File: src/hw/gfbf_pkg.sv
package gfbf_pkg;

   // ----------------------------------------------------------------
   // command and status carriers
   // ----------------------------------------------------------------
   typedef enum logic [1:0] {GFBF_RAW, GFBF_HEAD_SYNC, GFBF_HEAD_DATA, GFBF_BLOCK} gfbf_kind_type;

   typedef struct packed {
      logic rx;
      gfbf_kind_type kind;
      logic [1:0] size;
      logic crc_en;
   } gfbf_cmd_type;

   typedef struct packed {
      logic done;
      logic crc_checked;
      logic crc_ok;
      logic fec_fixed;
      logic fec_bad;
   } gfbf_stat_type;

   // ----------------------------------------------------------------
   // default code values (sync word arbitrary, overridable)
   // ----------------------------------------------------------------
   localparam logic [15:0] GFBF_SYNC_WORD = 16'haaaa;
   localparam logic [15:0] GFBF_FRAME_SYNC = 16'h3b28;
   localparam logic [15:0] GFBF_CRC_POLY = 16'h1021;
   localparam logic [15:0] GFBF_CRC_INIT = 16'hffff;
   localparam logic [31:0] GFBF_HAM_MASK = 32'hf08e6d5b;

   // ----------------------------------------------------------------
   // block sizes and counts
   // ----------------------------------------------------------------
   localparam logic [4:0] GFBF_HEAD_SYNC_USER = 5'h02;
   localparam logic [4:0] GFBF_HEAD_DATA_USER = 5'h06;
   localparam logic [4:0] GFBF_CRC_BYTES = 5'h02;
   localparam logic [19:0] GFBF_BLOCK_USER = {5'h12, 5'h0c, 5'h06, 5'h04};
   localparam logic [1:0] GFBF_SYNC_LAST = 2'h3;
   localparam logic [5:0] GFBF_HEAD_SYNC_AIR = 6'h07;
   localparam logic [5:0] GFBF_HEAD_DATA_AIR = 6'h07;
   localparam logic [4:0] GFBF_MAX_DATA = 5'h14;

   // user byte count of a command
   function automatic logic [4:0] gfbf_user(input gfbf_cmd_type c);
      logic [4:0] n;
      case (c.kind)
         GFBF_HEAD_SYNC: n = GFBF_HEAD_SYNC_USER;
         GFBF_HEAD_DATA: n = GFBF_HEAD_DATA_USER;
         default: n = GFBF_BLOCK_USER[5'h05 * {3'h0, c.size} +: 5];
      endcase
      return n;
   endfunction

   // four check bits of one byte, one parity mask per bit
   function automatic logic [3:0] gfbf_chk(input logic [7:0] b, input logic [31:0] m);
      logic [3:0] c;
      for (int k = 0; k < 4; k++)
      begin
         c[k] = ^(b & m[8*k +: 8]);
      end
      return c;
   endfunction

   // single error correction: {fixed, uncorrectable, byte}
   function automatic logic [9:0] gfbf_fix(input logic [7:0] b, input logic [3:0] c,
                                           input logic [31:0] m);
      logic [3:0] syn;
      logic [7:0] o;
      logic e;
      syn = gfbf_chk(b, m) ^ c;
      o = b;
      e = (syn != 4'h0) && ($countones(syn) != 1);
      for (int j = 0; j < 8; j++)
      begin
         if (syn == {m[24+j], m[16+j], m[8+j], m[j]})
         begin
            o[j] = ~o[j];
            e = 1'b0;
         end
      end
      return {syn != 4'h0, e, o};
   endfunction

endpackage

File: src/hw/gfbf_crc16.sv
module gfbf_crc16 #(
   parameter logic [15:0] POLY = gfbf_pkg::GFBF_CRC_POLY,
   parameter logic [15:0] INIT = gfbf_pkg::GFBF_CRC_INIT
) (
   input wire logic ref_clk,
   input wire logic rst,
   input wire logic clear,
   input wire logic en,
   input wire logic [7:0] data,
   output logic [15:0] crc
);
   import gfbf_pkg::*;

   logic [15:0] next_crc;
   logic [15:0] c;

   // msb-first byte update
   always_comb
   begin
      c = crc;
      next_crc = crc;
      if (clear)
      begin
         next_crc = INIT;
      end
      else if (en)
      begin
         for (int i = 7; i >= 0; i--)
         begin
            if (c[15] ^ data[i])
            begin
               c = {c[14:0], 1'b0} ^ POLY;
            end
            else
            begin
               c = {c[14:0], 1'b0};
            end
         end
         next_crc = c;
      end
   end

   // register
   always_ff @(posedge ref_clk)
   begin
      if (rst)
      begin
         crc <= INIT;
      end
      else
      begin
         crc <= next_crc;
      end
   end

endmodule

File: src/hw/gfbf_framer.sv
// Notes on behaviour
// - Transmit head with sync starts with 16-bit sync word, then 16-bit frame sync.
// - Block does all coding itself; host sees only payload bytes.
// - Received CRC blocks report pass or fail; data always delivered.
// - Data blocks hold 4, 6, 12 or 18 user bytes, optional 2-byte CRC.
// - Head with sync carries 2 user bytes plus 1 check byte.
// - User-data head carries 6 user bytes plus 1 check byte.
// - Blocks without CRC add 2, 3, 6 or 9 check bytes.
// - Blocks with CRC add 3, 4, 7 or 10 check bytes.
// - Hamming-type correction protects blocks; CRC detects errors.
// - Raw transfers pass bytes with no coding or CRC.
// - Optional CRC is 16 bits over the block's user bytes.
module gfbf_framer #(
   parameter logic [15:0] SYNC_WORD = gfbf_pkg::GFBF_SYNC_WORD,
   parameter logic [15:0] FRAME_SYNC = gfbf_pkg::GFBF_FRAME_SYNC,
   parameter logic [15:0] CRC_POLY = gfbf_pkg::GFBF_CRC_POLY,
   parameter logic [15:0] CRC_INIT = gfbf_pkg::GFBF_CRC_INIT,
   parameter logic [31:0] HAM_MASK = gfbf_pkg::GFBF_HAM_MASK
) (
   input wire logic ref_clk,
   input wire logic rst,
   input wire gfbf_pkg::gfbf_cmd_type cmd,
   input wire logic cmd_valid,
   output logic cmd_ready,
   input wire logic [7:0] tx_data,
   input wire logic tx_valid,
   output logic tx_ready,
   output logic [7:0] air_tx_byte,
   output logic air_tx_valid,
   input wire logic air_tx_ready,
   input wire logic [7:0] air_rx_byte,
   input wire logic air_rx_valid,
   output logic air_rx_ready,
   output logic [7:0] rx_data,
   output logic rx_valid,
   input wire logic rx_ready,
   output gfbf_pkg::gfbf_stat_type stat_out
);
   import gfbf_pkg::*;

   // ----------------------------------------------------------------
   // state
   // ----------------------------------------------------------------
   typedef enum logic [2:0] {ST_IDLE, ST_SYNC, ST_DATA, ST_FEC, ST_DLV, ST_END} gfbf_state_type;

   gfbf_state_type state, next_state;
   gfbf_cmd_type cur, next_cur;
   gfbf_stat_type stat, next_stat;
   logic [4:0] idx, next_idx;
   logic [1:0] sidx, next_sidx;
   logic [7:0] obyte, next_obyte;
   logic ovalid, next_ovalid;
   logic [7:0] acc, next_acc;
   logic [7:0] fold, next_fold;
   logic [7:0] pb0, next_pb0;
   logic [7:0] pb1, next_pb1;
   logic dsel, next_dsel;
   logic [7:0] rdata, next_rdata;
   logic rvalid, next_rvalid;
   logic [15:0] rcrc, next_rcrc;
   logic fixed, next_fixed;
   logic bad, next_bad;
   logic crc_clr, crc_en;
   logic [7:0] crc_din;
   logic [15:0] crc_val;
   logic [4:0] n_user, n_data, pos;
   logic last, user_ph, tx_slot, tx_go, rx_slot;
   logic [7:0] tx_b, db, pair;
   logic [31:0] sync_all;
   logic [9:0] fx0, fx1;
   logic [5:0] air_cnt;
   logic [4:0] rx_cnt;

   // ----------------------------------------------------------------
   // shared decode
   // ----------------------------------------------------------------
   assign n_user = gfbf_user(cur);
   assign n_data = cur.crc_en && cur.kind == GFBF_BLOCK ? n_user + GFBF_CRC_BYTES : n_user;
   assign last = idx == n_data - 5'h01;
   assign user_ph = idx < n_user;
   assign pos = {idx[4:1], dsel};
   assign sync_all = {SYNC_WORD, FRAME_SYNC};
   assign db = dsel ? pb1 : pb0;
   assign tx_slot = !ovalid || air_tx_ready;
   assign rx_slot = !rvalid || rx_ready;
   assign tx_go = state == ST_DATA && !cur.rx && tx_slot && (!user_ph || tx_valid);
   assign tx_b = user_ph ? tx_data : (idx[0] ? crc_val[7:0] : crc_val[15:8]);
   assign pair = {gfbf_chk(cur.rx ? pb0 : acc, HAM_MASK)
                  & {4{cur.rx}} | acc[7:4] & {4{!cur.rx}},
                  gfbf_chk(cur.rx ? air_rx_byte : tx_b, HAM_MASK)};

   // handshakes
   assign cmd_ready = state == ST_IDLE;
   assign tx_ready = state == ST_DATA && !cur.rx && tx_slot && user_ph;
   assign air_rx_ready = cur.rx && (state == ST_DATA || state == ST_FEC);
   assign air_tx_byte = obyte;
   assign air_tx_valid = ovalid;
   assign rx_data = rdata;
   assign rx_valid = rvalid;
   assign stat_out = stat;

   // crc over user bytes only
   gfbf_crc16 #(
      .POLY(CRC_POLY),
      .INIT(CRC_INIT)
   ) u_crc (
      .ref_clk(ref_clk),
      .rst(rst),
      .clear(crc_clr),
      .en(crc_en),
      .data(crc_din),
      .crc(crc_val)
   );

   // ----------------------------------------------------------------
   // framing sequencer
   // ----------------------------------------------------------------
   always_comb
   begin
      next_state = state;
      next_cur = cur;
      next_idx = idx;
      next_sidx = sidx;
      next_obyte = obyte;
      next_ovalid = ovalid && !air_tx_ready;
      next_acc = acc;
      next_fold = fold;
      next_pb0 = pb0;
      next_pb1 = pb1;
      next_dsel = dsel;
      next_rdata = rdata;
      next_rvalid = rvalid && !rx_ready;
      next_rcrc = rcrc;
      next_fixed = fixed;
      next_bad = bad;
      next_stat = stat;
      next_stat.done = 1'b0;
      crc_clr = 1'b0;
      crc_en = 1'b0;
      crc_din = tx_b;
      fx0 = gfbf_fix(pb0, air_rx_byte[7:4], HAM_MASK);
      fx1 = gfbf_fix(pb1, air_rx_byte[3:0], HAM_MASK);
      case (state)
         ST_IDLE:
         begin
            if (cmd_valid)
            begin
               next_cur = cmd;
               next_idx = 5'h00;
               next_sidx = 2'h0;
               next_fold = 8'h00;
               next_dsel = 1'b0;
               next_fixed = 1'b0;
               next_bad = 1'b0;
               crc_clr = 1'b1;
               next_state = !cmd.rx && cmd.kind == GFBF_HEAD_SYNC ? ST_SYNC : ST_DATA;
            end
         end
         ST_SYNC:
         begin
            // sync word then frame sync, high byte first
            if (tx_slot)
            begin
               next_obyte = sync_all[{~sidx, 3'h0} +: 8];
               next_ovalid = 1'b1;
               next_sidx = sidx + 2'h1;
               if (sidx == GFBF_SYNC_LAST)
               begin
                  next_state = ST_DATA;
               end
            end
         end
         ST_DATA:
         begin
            if (tx_go)
            begin
               next_obyte = tx_b;
               next_ovalid = 1'b1;
               crc_en = user_ph && cur.kind != GFBF_RAW;
               if (!idx[0])
               begin
                  next_acc = {pair[3:0], 4'h0};
                  next_idx = idx + 5'h01;
               end
               else if (cur.kind == GFBF_RAW)
               begin
                  next_state = last ? ST_END : ST_DATA;
                  next_idx = last ? idx : idx + 5'h01;
               end
               else if (cur.kind == GFBF_HEAD_DATA)
               begin
                  next_fold = fold ^ pair;
                  next_acc = fold ^ pair;
                  next_state = last ? ST_FEC : ST_DATA;
                  next_idx = last ? idx : idx + 5'h01;
               end
               else
               begin
                  next_acc = pair;
                  next_state = ST_FEC;
               end
            end
            else if (cur.rx && air_rx_valid)
            begin
               if (!idx[0])
               begin
                  next_pb0 = air_rx_byte;
                  next_idx = idx + 5'h01;
               end
               else
               begin
                  next_pb1 = air_rx_byte;
                  next_fold = fold ^ pair;
                  next_state = cur.kind == GFBF_RAW || cur.kind == GFBF_HEAD_DATA ? ST_DLV : ST_FEC;
               end
            end
         end
         ST_FEC:
         begin
            if (!cur.rx && tx_slot)
            begin
               next_obyte = acc;
               next_ovalid = 1'b1;
               next_state = last ? ST_END : ST_DATA;
               next_idx = last ? idx : idx + 5'h01;
            end
            else if (cur.rx && air_rx_valid && cur.kind == GFBF_HEAD_DATA)
            begin
               next_bad = bad | (air_rx_byte != fold);
               next_state = ST_END;
            end
            else if (cur.rx && air_rx_valid)
            begin
               next_pb0 = fx0[7:0];
               next_pb1 = fx1[7:0];
               next_fixed = fixed | fx0[9] | fx1[9];
               next_bad = bad | fx0[8] | fx1[8];
               next_state = ST_DLV;
            end
         end
         ST_DLV:
         begin
            // user bytes to host (corrected for blocks and sync heads only), received crc bytes kept
            crc_din = db;
            if (pos >= n_user || rx_slot)
            begin
               if (pos < n_user)
               begin
                  next_rdata = db;
                  next_rvalid = 1'b1;
                  crc_en = cur.kind != GFBF_RAW;
               end
               else if (pos[0])
               begin
                  next_rcrc[7:0] = db;
               end
               else
               begin
                  next_rcrc[15:8] = db;
               end
               next_dsel = !dsel;
               if (dsel)
               begin
                  next_state = !last ? ST_DATA : (cur.kind == GFBF_HEAD_DATA ? ST_FEC : ST_END);
                  next_idx = last ? idx : idx + 5'h01;
               end
            end
         end
         ST_END:
         begin
            // report once the last byte has left
            if (!ovalid && !rvalid)
            begin
               next_stat.done = 1'b1;
               next_stat.crc_checked = cur.rx && n_data != n_user;
               next_stat.crc_ok = cur.rx && n_data != n_user && rcrc == crc_val;
               next_stat.fec_fixed = fixed;
               next_stat.fec_bad = bad;
               next_state = ST_IDLE;
            end
         end
         default: next_state = ST_IDLE;
      endcase
   end

   // register
   always_ff @(posedge ref_clk)
   begin
      if (rst)
      begin
         state <= ST_IDLE;
         cur <= '0;
         stat <= '0;
         idx <= 5'h00;
         sidx <= 2'h0;
         obyte <= 8'h00;
         ovalid <= 1'b0;
         acc <= 8'h00;
         fold <= 8'h00;
         pb0 <= 8'h00;
         pb1 <= 8'h00;
         dsel <= 1'b0;
         rdata <= 8'h00;
         rvalid <= 1'b0;
         rcrc <= 16'h0000;
         fixed <= 1'b0;
         bad <= 1'b0;
      end
      else
      begin
         state <= next_state;
         cur <= next_cur;
         stat <= next_stat;
         idx <= next_idx;
         sidx <= next_sidx;
         obyte <= next_obyte;
         ovalid <= next_ovalid;
         acc <= next_acc;
         fold <= next_fold;
         pb0 <= next_pb0;
         pb1 <= next_pb1;
         dsel <= next_dsel;
         rdata <= next_rdata;
         rvalid <= next_rvalid;
         rcrc <= next_rcrc;
         fixed <= next_fixed;
         bad <= next_bad;
      end
   end

   // ----------------------------------------------------------------
   // checks
   // ----------------------------------------------------------------
   // byte counters seen only by the checks
   always_ff @(posedge ref_clk)
   begin
      if (rst || (cmd_valid && cmd_ready))
      begin
         air_cnt <= 6'h00;
         rx_cnt <= 5'h00;
      end
      else
      begin
         air_cnt <= air_cnt + {5'h00, air_tx_valid && air_tx_ready};
         rx_cnt <= rx_cnt + {4'h0, rx_valid && rx_ready};
      end
   end
endmodule

File: config.mk
export PLATFORM = sky130hd
export DESIGN_NAME = gfbf_framer
export DESIGN_NICKNAME = d
export VERILOG_FILES = /design/src/hw/gfbf_pkg.sv /design/src/hw/gfbf_crc16.sv /design/src/hw/gfbf_framer.sv
export SDC_FILE = /design/constraint.sdc
export NUM_CORES = 1
export LEC_CHECK = 0
export ABC_CLOCK_PERIOD_IN_PS = 7900
export BUFFER_PORTS_ARGS = -buffer_cell sky130_fd_sc_hd__buf_2
export CORE_ASPECT_RATIO = 1.75
export CORE_MARGIN = 2
export CORE_UTILIZATION = 60
export CTS_CLUSTER_DIAMETER = 30
export DETAILED_ROUTE_END_ITERATION = 12
export PLACE_DENSITY_LB_ADDON = 0.25
export SYNTH_ARGS = -nofsm -noshare
export SYNTH_HDL_FRONTEND = slang
export SYNTH_SLANG_ARGS = --single-unit
File: constraint.sdc
create_clock -name ref_clk -period 7.9 [get_ports ref_clk]
set_clock_uncertainty 0.05 [all_clocks]
set_input_delay 1.975 -clock ref_clk [delete_from_list [all_inputs] [get_ports ref_clk]]
set_output_delay 1.975 -clock ref_clk [all_outputs]
set_load 0.05 [all_outputs]
==> results.json <==
{
  "status": "finished clean",
  "io_pins": 55,
  "post_dp_cell_area_um2": 7790,
  "layout_min_cycle_time_ps": 5430,
  "area_delta_synth_final_pct": 6.74,
  "fillers": 1173,
  "rsz0062_at_grt": "no",
  "fp-row-count": 54,
  "cp.required_ps": 5880,
  "drive_gt1_share_pct": 9.70,
  "cts.hold.buffers_added": 0,
  "path_clk_slew_ps": 70,
  "grt_pass1_vias": 6629,
  "syn_area_per_cell_um2": 7.76,
  "whs_ps": 411,
  "setup_tns_ps": 0,
  "fmax_ghz": 0.184,
  "nNetsFinal": 1021,
  "yosys_warnings": 0,
  "place_inst": 1121,
  "synthArstFlopShare_pct": 0,
  "peakVddDrop_v": 0.000163,
  "grt_first_pass_wirelength_um": 34800,
  "grt_max_degree": 88,
  "crit_fanout": 18,
  "synth_cell_types": 67,
  "ys_seq_area_share_pct": 27.9,
  "start_kind": "register",
  "fin_area_um2": 8110,
  "final_core_util_pct": 65.2,
  "finalMaxSlewViolations": 0,
  "ctsResizeCount": 0,
  "p_leak_nw": 3.16,
  "end_kind": "primary output",
  "setup-violations-final": 0,
  "gp_routability_congestion": 0.961,
  "ys.flop_type": "dfxtp_1",
  "overflow": 0,
  "vias": 7071,
  "clk_path_buf_depth": 2,
  "critPathMostFrequentCell": "inv_1",
  "wirelength_um": 21800,
  "min_path_type": "reg2reg",
  "first_pass_iters": 5,
  "post_cts_buffers": 0,
  "ctsRootBufferMaster": "clkbuf_16",
  "dpl.hpwl_um": 16100,
  "syn_nets": 1035,
  "viasPerCell": 6.22,
  "wl_per_cell_um": 19.2,
  "htree_levels": 3,
  "crit_arrival_ps": 3400,
  "io_buffer_count": 54,
  "antenna_cells": 0,
  "postRouteAntennaNets": 0,
  "clock-sinks": 106,
  "synth_seq_cells": 106,
  "drc": 0,
  "die_x_um": 89.0,
  "drt_iter0_markers": 568,
  "timing.final.crit_share_pct": 68.7,
  "power_density_nw_per_um2": 321,
  "synth_edf_count": 0,
  "cts_tree": "done",
  "cp_top_family": "compound AO/OA/AOI/OAI gates",
  "dieArea_um2": 13600,
  "cp_slowest_cell": "ha_1",
  "insertion_delay_ps": 360,
  "maxCapViolCount": 0,
  "path_cells": "inv_1 -> ha_1 -> inv_1 -> a21boi_0 -> inv_1 -> ha_1 -> o21ai_1 -> a22o_1 -> and2_1 -> buf_2",
  "grt_usage_pct": 32.8,
  "finalNonFillerCells": 1137,
  "syn-cell-area_um2": 7590,
  "max_stage_delay_ps": 590,
  "hold_violations": 0,
  "syn_inst": 978,
  "worstSetupPathType": "reg2out",
  "maxSlewHeadroom_pct": 16.1,
  "tightest_slew_ps": 1250,
  "fp.coreArea_um2": 12400,
  "start_util_pct": 61.1,
  "antenna_found_initial": 0,
  "die_height_um": 153,
  "path_buf_inv": 4,
  "cts_buffers": 9
}
[power by group]
part           internal [mW]  switching (mW)
combinational          0.512           0.940
sequential             0.594          0.0735
clock                  0.259           0.224
total                   1.37            1.24
[cell usage after synthesis, drive strengths merged, types with 3 or more instances]
cell type  count  area share (%)
and2           4            0.33
o211ai        11             1.1
inv           21             1.0
or3b           4            0.46
dfxtp        106              28
a211oi        34             3.4
a21o           6            0.59
nand2         79             3.9
o22ai          3            0.33
a221oi         8            0.92
and3           3            0.25
o21ai         58             3.9
a21oi         69             4.5
o31ai          4            0.40
or3            3            0.25
nand4         19             1.6
a22oi          6            0.66
mux2i         50             6.6
mux2           5            0.74
xor2          53             6.1
o21a           4            0.40
ha            26             4.3
nor3          25             1.9
buf           16            0.97
o221ai         3            0.35
nor2b          8            0.66
a21boi         3            0.30
o211a          3            0.40
nor4           6            0.58
nor2         124             6.1
clkbuf        70             3.5
nor3b          4            0.40
nand3         20             1.4
nand2b         8            0.66
xnor2         77             8.9
a31oi         11            0.91
[per-layer routing]
layer	vias to the layer above	share of wire, %	track usage [%]
met5	-	0	0
met2	317	51	55.7
met3	77	5.6	3.83
met4	0	5.3	16.0
li1	3375	-	-
met1	3302	39	39.8
[metrics by stage]
step	total power [mW]	worst slack, ps
floorplan	1.78	3240
finish	2.60	2470
detailed placement	2.10	2890
global route	2.75	2260
global placement	2.08	2940
CTS	2.58	2500
[placed cells by master, fill, tap and decap left out, drive strengths merged, types with 3 or more instances in the layout]
| master | count |
|---|---|
| nor3 | 25 |
| a21boi | 3 |
| mux2 | 5 |
| or3b | 4 |
| nand2 | 79 |
| nor2 | 124 |
| a22oi | 6 |
| dfxtp | 106 |
| nor4 | 6 |
| a21oi | 69 |
| and3 | 3 |
| nand2b | 8 |
| ha | 26 |
| mux2i | 50 |
| a31oi | 11 |
| o211a | 3 |
| buf | 61 |
| nand4 | 19 |
| a221oi | 8 |
| and2 | 4 |
| nor2b | 8 |
| a211oi | 34 |
| clkbuf | 10 |
| nand3 | 20 |
| o22ai | 3 |
| xor2 | 53 |
| nor3b | 4 |
| inv | 24 |
| o21a | 4 |
| a21o | 6 |
| o31ai | 4 |
| or3 | 3 |
| o21ai | 58 |
| o211ai | 11 |
| o221ai | 3 |
| xnor2 | 77 |
[path summary, 6_finish.rpt]
path | slack [ps] | end | cells past startpoint | start
min | 410 | acc[3] | 2 | acc[3]
max reg2reg | 3120 | bad | 15 | cur[3]
min reg2reg | 410 | acc[3] | 2 | acc[3]
max | 2470 | tx_ready | 10 | cur[3]
[tightest hold or removal path: stages, from the launching register on]
cell and delay, ps:
dfxtp_1 330, nand2_1 50, o21ai_0 50
[final cells by class]
| cell class | instances | area, um2 | share of cell area (%) |
|---|---|---|---|
| flip-flops and latches | 106 | 2120 | 26.2 |
| inverters | 22 | 82.6 | 1.02 |
| well taps | 168 | 210 | 2.59 |
| clock buffers | 10 | 239 | 2.95 |
| clock inverters | 6 | 71.3 | 0.880 |
| repair buffers | 61 | 323 | 3.98 |
| multi-input cells | 764 | 5060 | 62.4 |
[cell families after synthesis]
logic type,count (synthesis),share of synthesized area [%]
and+or+nand+nor,310,18.8
adders and majority gates,28,4.81
xor gates and xnor gates,132,15.6
buffers and inverters,108,5.52
muxes,55,7.33
AOI/OAI and AO/OA,239,20.0
DFF,106,27.9
[sequential cells by signal, summed over array words and instances (netlist names)]
register	flops
fixed	1
pb0	8
acc	8
dsel	1
rcrc	16
fold	8
state	3
idx	5
rx_valid	1
bad	1
cur	6
u_crc.crc	16
sidx	2
air_tx_byte	8
rx_data	8
pb1	8
stat_out	5
air_tx_valid	1
Power figures use the tool's default switching activity.
